===== src/hrm_pkg.sv =====
// Shared constants for the holdover reference monitor.
package hrm_pkg;
    localparam int unsigned CLK_MHZ = 125;
    localparam int unsigned CLK_PERIOD_NS = 8;
    // Extra time allowed on top of the crystal-period terms.
    localparam int unsigned EDGE_EXTRA_NS = 25;
    // Longest time rounds down, least time rounds up.
    localparam int unsigned FAIL_EXTRA_CYC =
        (EDGE_EXTRA_NS / CLK_PERIOD_NS) < 1 ? 1 :
        EDGE_EXTRA_NS / CLK_PERIOD_NS;
    localparam int unsigned REC_EXTRA_CYC =
        (EDGE_EXTRA_NS + CLK_PERIOD_NS - 1) / CLK_PERIOD_NS;
    // Crystal periods figures of the assert and recovery delays.
    localparam int unsigned FAIL_XTAL_PERIODS = 2;
    localparam int unsigned REC_XTAL_PERIODS = 12;

    localparam logic [7:0] ADDR_CTRL = 8'h00;
    localparam logic [7:0] ADDR_STATUS = 8'h04;
    localparam logic [7:0] ADDR_IRQ_STAT = 8'h08;
    localparam logic [7:0] ADDR_IRQ_MASK = 8'h0C;
    localparam logic [7:0] ADDR_TUNE = 8'h10;

    localparam int unsigned CTRL_CHOICE_BIT = 0;
    localparam int unsigned CTRL_RATIO_LSB = 1;
    localparam logic [2:0] CTRL_RESET = 3'h5;
    localparam int unsigned STAT_VALID_BIT = 0;
    localparam int unsigned STAT_BYPASS_BIT = 1;
    localparam int unsigned IRQ_FAIL_BIT = 0;
    localparam int unsigned IRQ_RECOVER_BIT = 1;
    localparam int unsigned TUNE_W = 8;
    localparam logic [7:0] TUNE_RESET = 8'h80;

    localparam logic [1:0] RATIO_BYPASS = 2'h0;
    localparam logic [1:0] RATIO_HALF = 2'h1;
    localparam logic [1:0] RATIO_TWO = 2'h2;
    localparam logic [1:0] RATIO_SIX = 2'h3;

    localparam logic [1:0] RESP_OKAY = 2'h0;
    localparam logic [1:0] RESP_SLVERR = 2'h2;

    typedef enum logic [1:0] {
        HRM_VALID,
        HRM_FAILED,
        HRM_RECOVER,
        HRM_SETTLE
    } hrm_state_e;
endpackage : hrm_pkg


===== src/hrm_monitor.sv =====
// Reference selection, ratio check, validity flag and tuning hold.
// Contract
// - choice 1 picks first reference, 0 second.
// - ratio code 00 bypasses oscillator and PLL.
// - codes set ratio 1/2, 2, 6.
// - PLL always fed from crystal only.
// - valid flag high only while reference good.
// - stopped reference freezes tuning, flags failure.
// - tune only while scaled reference in range.
// - out of range fails, return clears failure.
// - fail within 2 periods, recover after 12; at ratio 1/2 the code waits 3 crystal periods to fail.
// - resume alignment automatically after recovery.
//
// The register addresses and register access over AXI4-Lite were chosen for this implementation.
`timescale 1ns/1ns
module hrm_monitor
    import hrm_pkg::*;
#(
    parameter int WIN_XTAL = 16,
    parameter int TOL_EDGES = 1
) (
    input wire logic aclk,
    input wire logic aresetn,
    input wire logic ref_a_in,
    input wire logic ref_b_in,
    input wire logic crystal_in,
    input wire logic pll_clk_in,
    input wire logic [31:0] s_axi_awaddr,
    input wire logic s_axi_awvalid,
    output logic s_axi_awready,
    input wire logic [31:0] s_axi_wdata,
    input wire logic [3:0] s_axi_wstrb,
    input wire logic s_axi_wvalid,
    output logic s_axi_wready,
    output logic [1:0] s_axi_bresp,
    output logic s_axi_bvalid,
    input wire logic s_axi_bready,
    input wire logic [31:0] s_axi_araddr,
    input wire logic s_axi_arvalid,
    output logic s_axi_arready,
    output logic [31:0] s_axi_rdata,
    output logic [1:0] s_axi_rresp,
    output logic s_axi_rvalid,
    input wire logic s_axi_rready,
    output logic pll_ref_out,
    output logic [1:0] bank_a_outputs,
    output logic [1:0] bank_b_outputs,
    output logic ref_valid,
    output logic [TUNE_W-1:0] tune_word,
    output logic irq
);
    logic [2:0] lvl, rse;
    logic ref_lvl, ref_rise, xtal_lvl, xtal_rise;

    hrm_sync3 #(.W(3)) u_sync (
        .aclk(aclk),
        .aresetn(aresetn),
        .pin_in({crystal_in, ref_b_in, ref_a_in}),
        .level(lvl),
        .rise(rse)
    );

    // Registers.
    logic [2:0] ctrl_ff, nxt_ctrl;
    logic [1:0] ist_ff, nxt_ist, imask_ff, nxt_imask;
    logic [1:0] ratio;
    assign ratio = ctrl_ff[CTRL_RATIO_LSB +: 2];

    assign ref_lvl = ctrl_ff[CTRL_CHOICE_BIT] ? lvl[0] : lvl[1];
    assign ref_rise = ctrl_ff[CTRL_CHOICE_BIT] ? rse[0] : rse[1];
    assign xtal_lvl = lvl[2];
    assign xtal_rise = rse[2];

    // Expected reference edges in a window of WIN_XTAL crystal edges.
    function automatic logic [11:0] expect_edges(input logic [1:0] code);
        case (code)
            RATIO_HALF: expect_edges = 12'(WIN_XTAL / 2);
            RATIO_TWO: expect_edges = 12'(WIN_XTAL * 2);
            RATIO_SIX: expect_edges = 12'(WIN_XTAL * 6);
            default: expect_edges = 12'h0000;
        endcase
    endfunction : expect_edges

    // Crystal edges without a reference edge before the stall is declared.
    function automatic logic [3:0] stall_limit(input logic [1:0] code);
        if (code == RATIO_HALF) begin
            stall_limit = 4'(FAIL_XTAL_PERIODS + 1);
        end else begin
            stall_limit = 4'(FAIL_XTAL_PERIODS);
        end
    endfunction : stall_limit

    // Frequency window and stall detection.
    logic [7:0] win_ff, nxt_win;
    logic [11:0] rcnt_ff, nxt_rcnt;
    logic in_range_ff, nxt_in_range;
    logic [3:0] stall_ff, nxt_stall;
    logic win_end, stalled, good;
    logic [11:0] exp_n;

    assign exp_n = expect_edges(ratio);
    assign win_end = xtal_rise && (win_ff == 8'(WIN_XTAL - 1));
    assign stalled = stall_ff >= stall_limit(ratio);
    assign good = !stalled && in_range_ff;

    always_comb begin
        nxt_win = win_ff;
        nxt_rcnt = rcnt_ff;
        nxt_in_range = in_range_ff;
        nxt_stall = stall_ff;
        if (xtal_rise) begin
            nxt_win = win_end ? 8'h00 : 8'(win_ff + 8'h01);
        end
        if (win_end) begin
            nxt_rcnt = {11'h000, ref_rise};
            nxt_in_range = (ratio == RATIO_BYPASS) ||
                ((rcnt_ff + 12'(TOL_EDGES) >= exp_n) &&
                 (rcnt_ff <= exp_n + 12'(TOL_EDGES)));
        end else if (ref_rise) begin
            nxt_rcnt = rcnt_ff + 12'h001;
        end
        if (ref_rise) begin
            nxt_stall = 4'h0;
        end else if (xtal_rise && !stalled) begin
            nxt_stall = stall_ff + 4'h1;
        end
    end

    // Validity state machine.
    hrm_state_e st_ff, nxt_st;
    logic [3:0] rec_ff, nxt_rec;
    logic [TUNE_W-1:0] tune_ff, nxt_tune;
    logic fail_ev, rec_ev;

    always_comb begin
        nxt_st = st_ff;
        nxt_rec = rec_ff;
        fail_ev = 1'b0;
        rec_ev = 1'b0;
        case (st_ff)
            HRM_VALID: begin
                if (!good) begin
                    nxt_st = HRM_FAILED;
                    fail_ev = 1'b1;
                end
            end
            HRM_FAILED: begin
                if (good) begin
                    nxt_st = HRM_RECOVER;
                    nxt_rec = 4'h0;
                end
            end
            HRM_RECOVER: begin
                if (!good) begin
                    nxt_st = HRM_FAILED;
                end else if (xtal_rise) begin
                    nxt_rec = rec_ff + 4'h1;
                    // The first edge may come at once, so one edge more
                    // than periods guarantees the whole minimum time.
                    if (rec_ff == 4'(REC_XTAL_PERIODS)) begin
                        nxt_st = HRM_SETTLE;
                        nxt_rec = 4'h0;
                    end
                end
            end
            HRM_SETTLE: begin
                if (!good) begin
                    nxt_st = HRM_FAILED;
                end else if (rec_ff == 4'(REC_EXTRA_CYC - 1)) begin
                    nxt_st = HRM_VALID;
                    rec_ev = 1'b1;
                end else begin
                    nxt_rec = rec_ff + 4'h1;
                end
            end
            default: nxt_st = HRM_FAILED;
        endcase
    end

    // Tuning follows the reference count only while valid; it holds
    // otherwise, which is the holdover behaviour.
    always_comb begin
        nxt_tune = tune_ff;
        if (st_ff == HRM_VALID && good && win_end &&
            ratio != RATIO_BYPASS) begin
            if (rcnt_ff > exp_n && tune_ff != '1) begin
                nxt_tune = tune_ff + TUNE_W'(1);
            end else if (rcnt_ff < exp_n && tune_ff != '0) begin
                nxt_tune = tune_ff - TUNE_W'(1);
            end
        end
    end

    always_ff @(posedge aclk) begin
        if (!aresetn) begin
            win_ff <= 8'h00;
            rcnt_ff <= 12'h000;
            in_range_ff <= 1'b0;
            stall_ff <= 4'h0;
            st_ff <= HRM_FAILED;
            rec_ff <= 4'h0;
            tune_ff <= TUNE_RESET;
        end else begin
            win_ff <= nxt_win;
            rcnt_ff <= nxt_rcnt;
            in_range_ff <= nxt_in_range;
            stall_ff <= nxt_stall;
            st_ff <= nxt_st;
            rec_ff <= nxt_rec;
            tune_ff <= nxt_tune;
        end
    end

    // Clock outputs.
    logic [2:0] clk_ff, nxt_clk;
    always_comb begin
        nxt_clk[0] = xtal_lvl;
        nxt_clk[1] = (ratio == RATIO_BYPASS) ? ref_lvl : pll_clk_in;
        nxt_clk[2] = (st_ff == HRM_VALID);
    end

    always_ff @(posedge aclk) begin
        if (!aresetn) begin
            clk_ff <= 3'h0;
        end else begin
            clk_ff <= nxt_clk;
        end
    end

    assign pll_ref_out = clk_ff[0];
    assign bank_a_outputs = {2{clk_ff[1]}};
    assign bank_b_outputs = {2{clk_ff[1]}};
    assign ref_valid = clk_ff[2];
    assign tune_word = tune_ff;

    // AXI4-Lite slave; one write and one read at a time.
    logic aw_ff, nxt_aw, w_ff, nxt_w, bv_ff, nxt_bv, rv_ff, nxt_rv;
    logic [7:0] awa_ff, nxt_awa;
    logic [31:0] wd_ff, nxt_wd, rd_ff, nxt_rd;
    logic [3:0] ws_ff, nxt_ws;
    logic [1:0] br_ff, nxt_br, rr_ff, nxt_rr;
    logic do_wr, do_rd;

    assign s_axi_awready = !aw_ff && !bv_ff;
    assign s_axi_wready = !w_ff && !bv_ff;
    assign s_axi_arready = !rv_ff;
    assign do_wr = aw_ff && w_ff && !bv_ff;
    assign do_rd = s_axi_arvalid && !rv_ff;

    always_comb begin
        nxt_aw = aw_ff;
        nxt_w = w_ff;
        nxt_awa = awa_ff;
        nxt_wd = wd_ff;
        nxt_ws = ws_ff;
        nxt_bv = bv_ff;
        nxt_br = br_ff;
        nxt_ctrl = ctrl_ff;
        nxt_imask = imask_ff;
        nxt_ist = ist_ff;
        if (s_axi_awvalid && s_axi_awready) begin
            nxt_aw = 1'b1;
            nxt_awa = s_axi_awaddr[7:0];
        end
        if (s_axi_wvalid && s_axi_wready) begin
            nxt_w = 1'b1;
            nxt_wd = s_axi_wdata;
            nxt_ws = s_axi_wstrb;
        end
        if (do_wr) begin
            nxt_aw = 1'b0;
            nxt_w = 1'b0;
            nxt_bv = 1'b1;
            nxt_br = RESP_OKAY;
            case (awa_ff)
                ADDR_CTRL: if (ws_ff[0]) nxt_ctrl = wd_ff[2:0];
                ADDR_IRQ_MASK: if (ws_ff[0]) nxt_imask = wd_ff[1:0];
                ADDR_IRQ_STAT: if (ws_ff[0]) nxt_ist = ist_ff & ~wd_ff[1:0];
                ADDR_STATUS, ADDR_TUNE: nxt_br = RESP_OKAY;
                default: nxt_br = RESP_SLVERR;
            endcase
        end
        if (bv_ff && s_axi_bready) begin
            nxt_bv = 1'b0;
        end
        // A new event wins over a clear in the same cycle.
        nxt_ist[IRQ_FAIL_BIT] = nxt_ist[IRQ_FAIL_BIT] | fail_ev;
        nxt_ist[IRQ_RECOVER_BIT] = nxt_ist[IRQ_RECOVER_BIT] | rec_ev;
    end

    always_comb begin
        nxt_rv = rv_ff;
        nxt_rd = rd_ff;
        nxt_rr = rr_ff;
        if (rv_ff && s_axi_rready) begin
            nxt_rv = 1'b0;
        end
        if (do_rd) begin
            nxt_rv = 1'b1;
            nxt_rr = RESP_OKAY;
            nxt_rd = 32'h0000_0000;
            case (s_axi_araddr[7:0])
                ADDR_CTRL: nxt_rd[2:0] = ctrl_ff;
                ADDR_STATUS: begin
                    nxt_rd[STAT_VALID_BIT] = (st_ff == HRM_VALID);
                    nxt_rd[STAT_BYPASS_BIT] = (ratio == RATIO_BYPASS);
                end
                ADDR_IRQ_STAT: nxt_rd[1:0] = ist_ff;
                ADDR_IRQ_MASK: nxt_rd[1:0] = imask_ff;
                ADDR_TUNE: nxt_rd[TUNE_W-1:0] = tune_ff;
                default: nxt_rr = RESP_SLVERR;
            endcase
        end
    end

    always_ff @(posedge aclk) begin
        if (!aresetn) begin
            aw_ff <= 1'b0;
            w_ff <= 1'b0;
            awa_ff <= 8'h00;
            wd_ff <= 32'h0000_0000;
            ws_ff <= 4'h0;
            bv_ff <= 1'b0;
            br_ff <= 2'h0;
            rv_ff <= 1'b0;
            rd_ff <= 32'h0000_0000;
            rr_ff <= 2'h0;
            ctrl_ff <= CTRL_RESET;
            imask_ff <= 2'h0;
            ist_ff <= 2'h0;
        end else begin
            aw_ff <= nxt_aw;
            w_ff <= nxt_w;
            awa_ff <= nxt_awa;
            wd_ff <= nxt_wd;
            ws_ff <= nxt_ws;
            bv_ff <= nxt_bv;
            br_ff <= nxt_br;
            rv_ff <= nxt_rv;
            rd_ff <= nxt_rd;
            rr_ff <= nxt_rr;
            ctrl_ff <= nxt_ctrl;
            imask_ff <= nxt_imask;
            ist_ff <= nxt_ist;
        end
    end

    assign s_axi_bvalid = bv_ff;
    assign s_axi_bresp = br_ff;
    assign s_axi_rvalid = rv_ff;
    assign s_axi_rdata = rd_ff;
    assign s_axi_rresp = rr_ff;
    assign irq = |(ist_ff & imask_ff);
endmodule : hrm_monitor


===== src/hrm_sync3.sv =====
// Three-flop pin synchroniser with agreement filter and rise pulse.
`timescale 1ns/1ns
module hrm_sync3 #(
    parameter int W = 3
) (
    input wire logic aclk,
    input wire logic aresetn,
    input wire logic [W-1:0] pin_in,
    output logic [W-1:0] level,
    output logic [W-1:0] rise
);
    logic [W-1:0] s1_ff, s2_ff, s3_ff, out_ff;
    logic [W-1:0] nxt_out;

    // A change counts only once the second and third stages agree.
    always_comb begin
        nxt_out = out_ff;
        for (int i = 0; i < W; i++) begin
            if (s2_ff[i] == s3_ff[i]) begin
                nxt_out[i] = s3_ff[i];
            end
        end
    end

    always_ff @(posedge aclk) begin
        if (!aresetn) begin
            s1_ff <= '0;
            s2_ff <= '0;
            s3_ff <= '0;
            out_ff <= '0;
        end else begin
            s1_ff <= pin_in;
            s2_ff <= s1_ff;
            s3_ff <= s2_ff;
            out_ff <= nxt_out;
        end
    end

    assign level = out_ff;
    assign rise = nxt_out & ~out_ff;
endmodule : hrm_sync3


===== config.mk =====
export PLATFORM = sky130hd
export DESIGN_NAME = hrm_monitor
export DESIGN_NICKNAME = d
export VERILOG_FILES = /design/src/hrm_pkg.sv /design/src/hrm_monitor.sv /design/src/hrm_sync3.sv
export SDC_FILE = /design/constraint.sdc
export NUM_CORES = 1
export LEC_CHECK = 0
export ABC_AREA = 1
export BUFFER_PORTS_ARGS = -buffer_cell sky130_fd_sc_hd__buf_2
export CORE_ASPECT_RATIO = 1.5
export CORE_UTILIZATION = 54
export DETAILED_ROUTE_END_ITERATION = 10
export GPL_TIMING_DRIVEN = 0
export PLACE_DENSITY = 0.85
export SYNTH_ARGS = -nofsm -noshare
export SYNTH_HDL_FRONTEND = slang
export SYNTH_SLANG_ARGS = --single-unit
export TNS_END_PERCENT = 10

===== constraint.sdc =====
create_clock -name aclk -period 7.8 [get_ports aclk]
set_clock_uncertainty 0.2 [all_clocks]
set_input_delay 0.78 -clock aclk [delete_from_list [all_inputs] [get_ports aclk]]
set_output_delay 0.78 -clock aclk [all_outputs]
set_load 0.01 [all_outputs]

# Word-level counts from Yosys, hierarchy flattened

Cells that the tools add are included.

Flip-flop bits (word level): 89
Bits of input ports: 111
Output and inout bits: 56
Word-level logic and storage cells: 165

$add $sub $neg: 7
Magnitude comparators: 5
Equal/unequal tests: 30
Mux-type cells: 43
Bitwise gates (word level): 8
Reductions and logical operators: 46

Operators by type and width:

| operator                                       | count |
|---|---|
| == test 8 x 4 -> 1 bit (second input constant) | 5 |
| adder 12 x 1 -> 12 bit (second input constant) | 2 |
| two-way mux 2 bit                              | 12 |
| two-way mux 4 bit                              | 6 |
| two-way mux 8 bit                              | 3 |
| case mux 7 bit (3 select lines)                | 1 |
| logical AND 1 bit                              | 18 |
| adder 8 x 1 -> 8 bit (second input constant)   | 2 |
| == test 8 x 3 -> 1 bit (second input constant) | 2 |
| == test 8 x 5 -> 1 bit (second input constant) | 2 |
| zero test 8 bit                                | 2 |
| two-way mux 1 bit                              | 16 |
| greater-or-equal comparator 12 x 7 -> 1 bit    | 1 |
| greater-than comparator 12 x 7 -> 1 bit        | 1 |
| less-or-equal comparator 12 bit                | 1 |
| less-than comparator 12 x 7 -> 1 bit           | 1 |
| != test 2 bit (second input constant)          | 6 |
| case mux 4 bit (3 select lines)                | 1 |
| case mux 2 bit (5 select lines)                | 1 |
| OR reduction 2 bit                             | 5 |
| OR reduction 5 bit                             | 2 |
| != test 3 bit (second input constant)          | 3 |
| adder 4 x 1 -> 4 bit (second input constant)   | 2 |
| == test 2 bit (second input constant)          | 4 |
| other kinds (26)                               | 40 |

# Longest topological paths before layout

Gate-level depths: netlist (run 1).

Word-level depth: 9
Mapped depth: 17

# Cells and area by module

From an unflattened synthesis (run 1), not the netlist that was laid out.

Cells, all modules: 677
Area total of the unflattened synthesis: 4745.8 um^2

Modules (own cells, without submodules):

| module      | times used | cells each | area an instance (um^2) | sequential area each (um^2) |
|---|---|---|---|---|
| hrm_monitor | 1          | 616        | 4315.4                  | 1501.4 |
| hrm_sync3   | 1          | 61         | 430.4                   | 240.2 |

# Worst setup path after synthesis (run 1)

Ideal clock, no wire load.

Kind: register -> register
Start: reg ctrl_ff[2]
End: reg tune_ff[6], in the netlist tune_word[6]
Setup time: 114 ps
Arrival time: 2375 ps
Data required time: 7486 ps
Path slack: 5112 ps
Cell stages (with the launch flop): 16
Path buffers: 0
Clock period less this slack: 2688 ps
Path through: dfxtp_1 > nand2_1 > ha_1 > nand2_4 > nor2_4 > nand3_2 > nand2_2 > nand3_2 > fa_1 > nand3_1 > nand3_1 > a21o_1 > a21oi_1 > nand2_1 > a21oi_1 > nor2_1

Word-level cells in the longest chain between the ends: 9
Elaborated cells on any way between the ends: 19

Ends and longest elaborated chain:

| what                                                                                            | RTL line           | source |
|---|---|---|
| start: declaration                                                                              | hrm_monitor.sv:64  | `logic [2:0] ctrl_ff, nxt_ctrl;` |
| start signal: assignment                                                                        | hrm_monitor.sv:342 | `ctrl_ff <= nxt_ctrl;` |
| parallel branches: the longest is 9 deep, another holds greater-than comparator 12 x 7 -> 1 bit | -                  |  |
| end signal: assignment                                                                          | hrm_monitor.sv:210 | `tune_ff <= nxt_tune;` |
| end: declaration                                                                                | hrm_monitor.sv:132 | `logic [TUNE_W-1:0] tune_ff, nxt_tune;` |

Several ways; the timed one is not identified.
A chain may end at the register's enable or synchronous reset.

# Worst setup path after layout (run 1)

Ends and elaborated chain as after synthesis.

==> results of run 1 <==
==> worst paths after layout <==
path / cells past startpoint / from / end / slack, ns
worst max-delay path: 16 / ctrl_ff[2] / tune_word[6] / 4.53
worst min register to register: 2 / u_sync.s1_ff[2] / u_sync.s2_ff[2] / 0.22
worst max register to register: 16 / ctrl_ff[2] / tune_word[6] / 4.53
worst min-delay path: 2 / u_sync.s1_ff[2] / u_sync.s2_ff[2] / 0.22
==> tightest hold or removal path, cell delays in order, from the launching register on <==
cell	delay, ns
dfxtp_1	0.31
nand2_1	0.05
inv_1	0.04
==> stage by stage <==
| stage | area [um2] | instances | util (%) |
|---|---|---|---|
| floorplan | 4880 | 702 | - |
| global placement | 5320 | 869 | 62.4 |
| detailed placement | 5320 | 869 | 62.4 |
| CTS | 5610 | 885 | 65.9 |
| global route | 5610 | 885 | 65.9 |
| finish | 5610 | 885 | 65.9 |
==> report_power, final <==
group	internal [mW]	switching (mW)
clock network	0.243	0.177
logic	0.0366	0.0561
registers	0.460	0.0106
total	0.740	0.243
==> registers in the layout, indices dropped and copies added (netlist names), 4 cells and up <==
register	count
rec_ff	4
win_ff	8
stall_ff	4
awa_ff	8
tune_word	8
s_axi_rdata	8
rcnt_ff	12
==> cell type report <==
cell class / instances / area [um2] / area share [%]
clock inverter: 3 / 23.8 / 0.424
clock buffer: 13 / 270 / 4.82
inverter: 93 / 355 / 6.33
buffer: 40 / 264 / 4.71
multi-input combinational: 482 / 2520 / 44.9
tap: 107 / 134 / 2.39
sequential: 87 / 1740 / 31.0
timing repair buffer: 60 / 300 / 5.35
==> logic make-up (layout without fill, tap and decap cells) <==
logic type,after synthesis,count (layout)
xor+xnor,12,12
buf+inv,133,209
flops,87,87
compound gates,109,109
simple gates,312,312
fa+ha+maj,23,23
other cells,1,26
==> metal layers <==
layer | global-route usage, % | part of all wire (%) | vias to the layer above
li1 | - | - | 2318
met1 | 26.7 | 37 | 2131
met2 | 49.5 | 55 | 145
met3 | 4.59 | 4.7 | 29
met4 | 13.4 | 3.1 | 0
met5 | 0 | 0 | -
==> cell usage in the layout, fill, tap and decap left out, types with 3 or more instances in the layout <==
| master | instances |
|---|---|
| clkbuf_8 | 3 |
| buf_4 | 29 |
| nor3_1 | 16 |
| ha_1 | 22 |
| clkbuf_16 | 9 |
| inv_1 | 83 |
| clkbuf_1 | 8 |
| xor2_1 | 11 |
| dfxtp_1 | 87 |
| a21oi_1 | 41 |
| nand3_1 | 32 |
| nand3_2 | 4 |
| nand2_1 | 133 |
| o211ai_1 | 3 |
| o21ai_0 | 49 |
| nand2_2 | 4 |
| nor2_1 | 88 |
| a211oi_1 | 4 |
| nor2_4 | 5 |
| nor3_2 | 3 |
| nand4_1 | 13 |
| conb_1 | 26 |
| buf_2 | 64 |
| inv_2 | 6 |
| nor3b_1 | 3 |
==> metrics.md, run 1 <==
| Metric | Value |
|---|---|
| GPL Wtd Cong | `0.910` |
| Post-CTS sizing | `0` |
| Fin. max-slew vios | `0` |
| Slew @ Worst Pin | `0.544 ns` |
| Max H-tree Level | `3` |
| Num CTS Buffers | `9` |
| DRC errors left | `0` |
| Post-synth top flop | `dfxtp_1` |
| GRT overflow | `0` |
| Crit path largest cell delay | `0.48 ns` |
| Adder-Cell Fraction of Synth Area | `6.17%` |
| Overall Power | `0.983 mW` |
| Final setup vio count | `0` |
| Worst Path Required | `7.84 ns` |
| Top delay family on crit path | `simple AND/OR/NAND/NOR gates` |
| P&R area growth vs syn | `17.2%` |
| # Post-CTS Setup Buffers | `0` |
| Peak supply drop | `146 uV` |
| Drt total wl | `11600 um` |
| Post-CTS Hold Fix Bufs | `0` |
| First-pass GRT wire length | `19500 um` |
| Num Clock Sinks | `87` |
| Share of layout cells above drive strength 1 | `18.3%` |
| EDFF count, synth | `0` |
| Post-Synth Simple-Gate Area | `29.6%` |
| Die width | `78.9 um` |
| Initial Util | `56.2%` |
| Final period utilization | `41.9%` |
| Outcome | `finished, final reports clean` |
| PnR worst setup slack | `4.53 ns` |
| Gate Count Post-Synth | `677` |
| Pre-Repair DR Iteration Count | `5` |
| Worst path slowest cell | `fa_1` |
| Worst hold path type | `register to register` |
| Post-synthesis sequential area ratio | `36.4%` |
| Worst hold slack | `0.224 ns` |
| Compound-cell area share of the yosys netlist | `12.7%` |
| Post-DR vias/cell | `5.22` |
| Critical path capture point type | `register` |
| Antenna Cells | `0` |
| Slew headroom | `63.7%` |
| Yosys warns | `0` |
| Vias | `4623` |
| Worst-Skew Late Latency | `0.34 ns` |
| Synth area leaders | `dfxtp_1, nand2_1, nor2_1` |
| Post-Synth XOR/XNOR Area | `2.19%` |
| Total track usage | `26.3%` |
| Port bufs | `60` |
| Worst path arrival time | `3.30 ns` |
| Core area | `8520 um2` |
| Largest net degree at the start of global routing | `15` |
| Max Root-Sink Buffers | `2` |
| Most frequent cells after synthesis | `nand2_1, nor2_1, dfxtp_1` |
| Layout fillers | `738` |
| Top Ports | `167` |
| Critical path buffers and inverters | `2` |
| FP Rows | `41` |
| WL per Instance | `13.1 um` |
| Asr flop ratio synth | `0%` |
| Critical path, cell by cell | `inv_1, nand2_1, inv_1, ha_1, nand2_1, nor2_1, nand3_1, nand3_2, fa_1, nand3_1, nand3_1, a21o_1, a21oi_1, nand2_1, a21oi_1, nor2_1` |
| Crit Path Max Fanout | `9` |
| Highest clock rate | `306 MHz` |
| Fin crit period | `3.27 ns` |
| Area leader, netlist | `dfxtp_1` |
| Critical path startpoint category | `register` |
| Largest family of logic cells by synthesized area | `simple AND/OR/NAND/NOR gates` |
| Distinct cell type count after synthesis | `44` |
| Die footprint | `9260 um2` |
| Final setup TNS | `0 ns` |
| Final Hold Fails | `0` |
| Clk pin slew, worst setup/hold paths | `0.06 ns` |
| Initial DRC Count | `273` |
| Synth top area share | `36.4%` |
| Place WS | `4.61 ns` |
| Static Leakage | `2.67 nW` |
| Initial antenna violation count | `0` |
| Post-Synthesis Cell Area | `4790 um2` |
| #FFs+latches synth | `87` |
| Most common cell in the netlist | `nand2_1` |
| Share of synthesized area spent on multiplexers | `0%` |
| Final ANT Viol Nets | `0` |
| Power per standard cell area | `175 nW/um2` |
| RSZ-0062 raised after global routing | `no` |
| Detail Placement HPWL | `8720 um` |
| Max Cap Violations | `0` |
| Synth Area per Inst | `7.07 um2` |
| Vias in the first global route | `4487` |
| Nets | `907` |
| Kind of critical path | `register to register` |
| TritonCTS clock tree | `built` |
| Die Y-Extent | `117 um` |
| Root Driver | `clkbuf_16` |
No activity file was read; power rests on OpenSTA's default activity.
==> run 2, diff against run 1 <==
Settings changed: CORE_UTILIZATION 54 to 46, PLACE_DENSITY 0.85 to 0.77.
Clock period 7.8 ns to 2.7 ns, I/O delays scaled along.
==> metrics.md, run 2 (synthesis results as in run 1) <==
| Metric | Value |
|---|---|
| TritonCTS clock tree | `built` |
| Critical path capture point type | `register` |
| Max Root-Sink Buffers | `2 (unchanged)` |
| Root Driver | `clkbuf_16` |
| Share of layout cells above drive strength 1 | `23.0% (+4.7 points)` |
| GRT overflow | `0 (unchanged)` |
| Total track usage | `21.8% (-4.4 points)` |
| Min-delay src | `s_axi_wdata[0]` |
| Reg2Reg Depth | `15 (-1)` |
| Max H-tree Level | `3 (unchanged)` |
| Post-DR vias/cell | `4.97 (-4.8%)` |
| Top delay family on crit path | `simple AND/OR/NAND/NOR gates` |
| Worst hold slack | `0.00336 ns (-0.221 ns)` |
| Max reg flops | `12 (unchanged)` |
| Final setup vio count | `3 (+3)` |
| Vias in the first global route | `4261 (-5.0%)` |
| Max Cap Violations | `0 (unchanged)` |
| PnR worst setup slack | `-0.0485 ns (-4.58 ns)` |
| Final core utilization | `60.0% (-5.9 points)` |
| Die width | `85.3 um (+8.1%)` |
| Initial antenna violation count | `0 (unchanged)` |
| Worst reg2reg path startpoint | `ctrl_ff[2]` |
| Layout fillers | `911 (+23%)` |
| Slew @ Worst Pin | `0.535 ns (-0.00954 ns)` |
| Vias | `4565 (-1.3%)` |
| Die Y-Extent | `127 um (+8.2%)` |
| Initial DRC Count | `151 (-45%)` |
| Non-filler cells, final | `918 (+3.7%)` |
| Highest clock rate | `364 MHz (+19%)` |
| Critical path startpoint category | `register` |
| Static Leakage | `2.83 nW (+6.0%)` |
| Critical path buffers and inverters | `1 (-1)` |
| Worst hold path type | `primary input to register` |
| Outcome | `complete, but fails checks` |
| Critical path, cell by cell | `inv_2, ha_4, nand2_2, nor2_4, nand3_2, nand2_4, nand3_4, fa_2, nand3_2, nand3_2, a21o_1, a21oi_2, nand2_1, a21oi_2, nor2_1` |
| Most frequent cells in the layout | `nand2_1, nor2_1, dfxtp_1` |
| Core area | `10100 um2 (+19%)` |
| Crit Path Max Fanout | `8 (-1)` |
| Slew headroom | `64.2% (+0.50 points)` |
| Final period utilization | `102% (+60 points)` |
| Hold path depth | `3 (+1)` |
| First-pass GRT wire length | `18700 um (-4.0%)` |
| Dpl cells | `879 (+1.2%)` |
| R2r endpoint | `tune_word[6]` |
| Hold Path End | `wd_ff[0]` |
| Power per standard cell area | `505 nW/um2 (+190%)` |
| WL per Instance | `12.6 um (-4.1%)` |
| Num CTS Buffers | `9 (unchanged)` |
| Fin crit period | `2.75 ns (-0.519 ns)` |
| DRC errors left | `0 (unchanged)` |
| Port bufs | `60 (unchanged)` |
| Top Ports | `167 (unchanged)` |
| Overall Power | `3.07 mW (+210%)` |
| Pre-Repair DR Iteration Count | `5 (unchanged)` |
| Final Hold Fails | `0 (unchanged)` |
| Final ANT Viol Nets | `0 (unchanged)` |
| Worst path arrival time | `2.79 ns (-0.51 ns)` |
| FP Rows | `45 (+9.8%)` |
| Die footprint | `10800 um2 (+17%)` |
| Worst-Skew Late Latency | `0.35 ns (about the same)` |
| Nets | `930 (+2.5%)` |
| Num Clock Sinks | `87 (unchanged)` |
| Fin. max-slew vios | `0 (unchanged)` |
| Crit path largest cell delay | `0.43 ns (-0.05 ns)` |
| Top reg by flops | `rcnt_ff` |
| Kind of critical path | `register to register` |
| Register-to-register setup slack | `-0.05 ns (-4.58 ns)` |
| Worst Path Required | `2.74 ns (-5.10 ns)` |
| Worst path slowest cell | `fa_2` |
| Antenna Cells | `0 (unchanged)` |
| Leading cell type in the layout, fill and taps excluded | `nand2_1` |
| RSZ-0062 raised after global routing | `yes` |
| Final setup TNS | `-0.0596 ns (-0.0596 ns)` |
| P&R area growth vs syn | `27.0%` |
| GPL Wtd Cong | `0.837 (-7.9%)` |
| Most used cell, CP | `nand3_2` |
| Peak supply drop | `439 uV (+200%)` |
| Violated checks | `setup timing` |
| Drt total wl | `11500 um (-0.57%)` |
| Detail Placement HPWL | `7880 um (-9.7%)` |
| Largest net degree at the start of global routing | `14 (-1)` |
| Clk pin slew, worst setup/hold paths | `0.06 ns (about the same)` |
| Initial Util | `47.2% (-9.0 points)` |
run 2: changes by cell type in the layout (fill, tap and decap cells not counted), sizes merged:
| cell | previous run | this run |
|---|---|---|
| inv | 91 | 90 |
| buf | 93 | 105 |
| bufinv | 0 | 3 |
| dlygate4sd3 | 0 | 11 |
| clkinvlp | 2 | 0 |
run 2: worst max-delay path by stage:
| stage | from | end | cells after the start |
|---|---|---|---|
| after floorplan | ctrl_ff[2] | tune_word[6] | 15 |
| after global placement | ctrl_ff[2] | tune_word[6] | 16 |
| after detailed placement | ctrl_ff[1] | tune_word[6] | 15 |
| after CTS | ctrl_ff[1] | tune_word[7] | 17 |
| after global routing | ctrl_ff[2] | tune_word[7] | 18 |
| final | ctrl_ff[2] | tune_word[6] | 15 |
run 2: through the flow:
step / area, um2 / setup WS [ns]
finish: 6080 / -0.0485
global route: 6080 / -0.167
CTS: 6000 / 0.000610
detailed placement: 5330 / -0.329
global placement: 5330 / -0.324
floorplan: 4880 / 0.0116
run 2: cell type report:
type / instances / area (um2) / share of cell area (%)
multi-input cells: 482 / 2710 / 44.6
flip-flops and latches: 87 / 1750 / 28.8
repair buffers: 83 / 508 / 8.36
inverters: 93 / 358 / 5.89
plain buffers: 40 / 264 / 4.34
clock buffers: 13 / 250 / 4.12
well taps: 117 / 146 / 2.41
clock inverters: 3 / 90.1 / 1.48
run 2: timing repair:
item,in CTS,in global routing
endpoints found under the setup margin,5,5
hold buffers,11,0
buffers inserted,10,2
pin swaps,9,9
hold endpoints to repair,11,0
gates resized for setup,29,16
run 2: where the power goes:
part	total (mW)	switching [mW]	internal, mW	leakage (nW)
logic	0.282	0.161	0.121	1.96
registers	1.36	0.0303	1.33	0.710
clock network	1.43	0.503	0.931	0.164
run 2: worst reg2reg max path, cell delays in order (launching register included):
cell	delay [ns]
dfxtp_4	0.39
inv_2	0.05
ha_4	0.27
nand2_2	0.07
nor2_4	0.13
nand3_2	0.10
nand2_4	0.10
nand3_4	0.15
fa_2	0.44
nand3_2	0.09
nand3_2	0.08
a21o_1	0.17
a21oi_2	0.15
nand2_1	0.08
a21oi_2	0.13
nor2_1	0.04
run 2: metal layers:
metal / vias to the layer above / global-route usage (%) / routed length, um
li1: 2366 / - / -
met1: 2030 / 23.2 / 4620
met2: 131 / 39.4 / 5900
met3: 38 / 2.67 / 473
met4: 0 / 15.7 / 543
met5: - / 0 / 0
==> run 3, diff against run 2 <==
Settings changed: BUFFER_PORTS_ARGS -buffer_cell sky130_fd_sc_hd__buf_2 to not set, CORE_UTILIZATION 46 to 50, DONT_BUFFER_PORTS set to 1, PLACE_DENSITY 0.77 to 0.68.
==> metrics.md, run 3 (synthesis results as in run 1) <==
| Metric | Value |
|---|---|
| Critical path startpoint category | `register` |
| DRC errors left | `0 (unchanged)` |
| Die footprint | `9980 um2 (-7.8%)` |
| GRT overflow | `0 (unchanged)` |
| PnR worst setup slack | `-0.00294 ns (+0.0455 ns)` |
| Fin crit period | `2.70 ns (-0.0455 ns)` |
| Place WS | `-0.409 ns (-0.0805 ns)` |
| First-pass GRT wire length | `19500 um (+4.2%)` |
| Slew @ Worst Pin | `0.573 ns (+0.0386 ns)` |
| Register-to-register setup slack | `-0.003 ns (+0.05 ns)` |
| Initial antenna violation count | `0 (unchanged)` |
| Post-DR vias/cell | `5.23 (+5.2%)` |
| Initial Util | `51.7% (+4.5 points)` |
| Antenna Cells | `0 (unchanged)` |
| Slew headroom | `61.4% (-2.8 points)` |
| Top Ports | `167 (unchanged)` |
| Fin. max-slew vios | `0 (unchanged)` |
| Dpl cells | `814 (-7.4%)` |
| Core area | `9250 um2 (-8.7%)` |
| Detail Placement HPWL | `8410 um (+6.8%)` |
| Hold Path End | `awa_ff[2]` |
| Final Hold Fails | `0 (unchanged)` |
| Max Root-Sink Buffers | `2 (unchanged)` |
| R2r endpoint | `tune_word[6]` |
| Hold path depth | `3 (unchanged)` |
| Vias | `4542 (-0.50%)` |
| Pre-Repair DR Iteration Count | `5 (unchanged)` |
| Num CTS Buffers | `9 (unchanged)` |
| FP Rows | `43 (-4.4%)` |
| Worst path arrival time | `2.74 ns (-0.05 ns)` |
| Worst reg2reg path startpoint | `ctrl_ff[2]` |
| Vias in the first global route | `4388 (+3.0%)` |
| Layout fillers | `814 (-11%)` |
| Die width | `81.9 um (-4.0%)` |
| Num Clock Sinks | `87 (unchanged)` |
| Final ANT Viol Nets | `0 (unchanged)` |
| GPL Wtd Cong | `0.832 (-0.63%)` |
| Die Y-Extent | `122 um (-4.0%)` |
| Drt total wl | `12200 um (+6.1%)` |
| RSZ-0062 raised after global routing | `yes` |
| Worst hold path type | `primary input to register` |
| Violated checks | `setup timing` |
| Static Leakage | `2.62 nW (-7.6%)` |
| TritonCTS clock tree | `built` |
| Max H-tree Level | `3 (unchanged)` |
| Initial DRC Count | `194 (+28%)` |
| Highest clock rate | `370 MHz (+1.7%)` |
| P&R area growth vs syn | `24.0%` |
| Kind of critical path | `register to register` |
| Outcome | `complete, but fails checks` |
| Leading cell type in the layout, fill and taps excluded | `nand2_1` |
| Min-delay src | `s_axi_awvalid` |
| Top reg by flops | `rcnt_ff` |
| Total track usage | `25.6% (+3.8 points)` |
| Register area | `1750 um2 (about the same)` |
| WL per Instance | `14.1 um (+12%)` |
| Most frequent cells in the layout | `nand2_1, nor2_1, dfxtp_1` |
| Worst-Skew Late Latency | `0.34 ns (about the same)` |
| Critical path capture point type | `register` |
| Nets | `885 (-4.8%)` |
| Root Driver | `clkbuf_16` |
| Power per standard cell area | `496 nW/um2 (-1.8%)` |
| Final period utilization | `100% (-1.7 points)` |
| Area occupied by multi-input gates | `2770 um2 (+2.0%)` |
| Worst Path Required | `2.74 ns (about the same)` |
| Max reg flops | `12 (unchanged)` |
| Clk pin slew, worst setup/hold paths | `0.07 ns (about the same)` |
| Port bufs | `0 (-100%)` |
| Crit Path Max Fanout | `5 (-3)` |
| Share of layout cells above drive strength 1 | `17.6% (-5.4 points)` |
| Largest net degree at the start of global routing | `15 (+1)` |
| Final setup vio count | `2 (-1)` |
| Non-filler cells, final | `868 (-5.4%)` |
| Peak supply drop | `434 uV (-1.1%)` |
| Reg2Reg Depth | `15 (unchanged)` |
| Max Cap Violations | `0 (unchanged)` |
==> run 3: worst max path at each step <==
stage | from | endpoint | depth (start not counted)
floorplan | ctrl_ff[2] | tune_word[6] | 15
global placement | ctrl_ff[2] | tune_word[6] | 16
detailed placement | ctrl_ff[2] | tune_word[6] | 16
CTS | ctrl_ff[1] | tune_word[6] | 15
global route | ctrl_ff[2] | tune_word[5] | 16
finish | ctrl_ff[2] | tune_word[6] | 15
==> run 3: area by class of cell <==
| cell class | count | area share, % |
|---|---|---|
| Clock buffer | 11 | 3.92 |
| Buffer | 40 | 4.45 |
| Multi-Input combinational cell | 483 | 46.6 |
| Tap cell | 112 | 2.36 |
| Inverter | 93 | 6.07 |
| Sequential cell | 87 | 29.5 |
| Timing Repair Buffer | 37 | 5.67 |
| Clock inverter | 5 | 1.39 |
==> run 3: power by group <==
group	internal, mW	total, mW	switching [mW]
Combinational	0.103	0.254	0.151
Sequential	1.33	1.36	0.0382
Clock	0.811	1.33	0.516
Total	2.24	2.95	0.705
==> run 3: through the flow <==
stage / cell area (um2) / util (%) / setup TNS, ns / hold slack, ns / power [mW]
CTS: 5760 / 62.2 / 0 / 0.0261 / 2.96
floorplan: 4880 / - / 0 / 0.168 / 1.56
detailed placement: 5020 / 54.3 / -1.38 / 0.173 / 1.61
finish: 5940 / 64.1 / -0.00489 / 0.0341 / 2.95
global route: 5940 / 64.1 / -0.255 / 0.0404 / 3.05
global placement: 5020 / 54.3 / -1.17 / 0.170 / 1.60
==> run 3: critical path: stages, from the launching register on <==
cell,delay (ns)
dfxtp_4,0.40
nand2_4,0.07
ha_4,0.27
nand2_4,0.06
nor2_4,0.09
nand3_2,0.10
nand2_4,0.11
nand3_4,0.15
fa_2,0.40
nand3_2,0.08
nand3_2,0.09
a21o_1,0.19
a21oi_2,0.14
nand2_1,0.08
a21oi_2,0.12
nor2_1,0.04
==> run 3: metal layers <==
metal	vias up	GRT usage, %	routed length, um
met5	-	0	0
met4	0	13.7	518
met3	42	4.79	521
met2	137	46.7	6630
met1	2084	26.8	4580
li1	2279	-	-
==> run 3: what timing repair did <==
| item | CTS | global route |
|---|---|---|
| endpoints found under the setup margin | 5 | 6 |
| resized for setup | 28 | 26 |
| hold buffers | 22 | 0 |
| cloned | 1 | 0 |
| setup buffers | 7 | 8 |
| endpoints found under the hold margin | 25 | 0 |
| pin swaps | 11 | 13 |
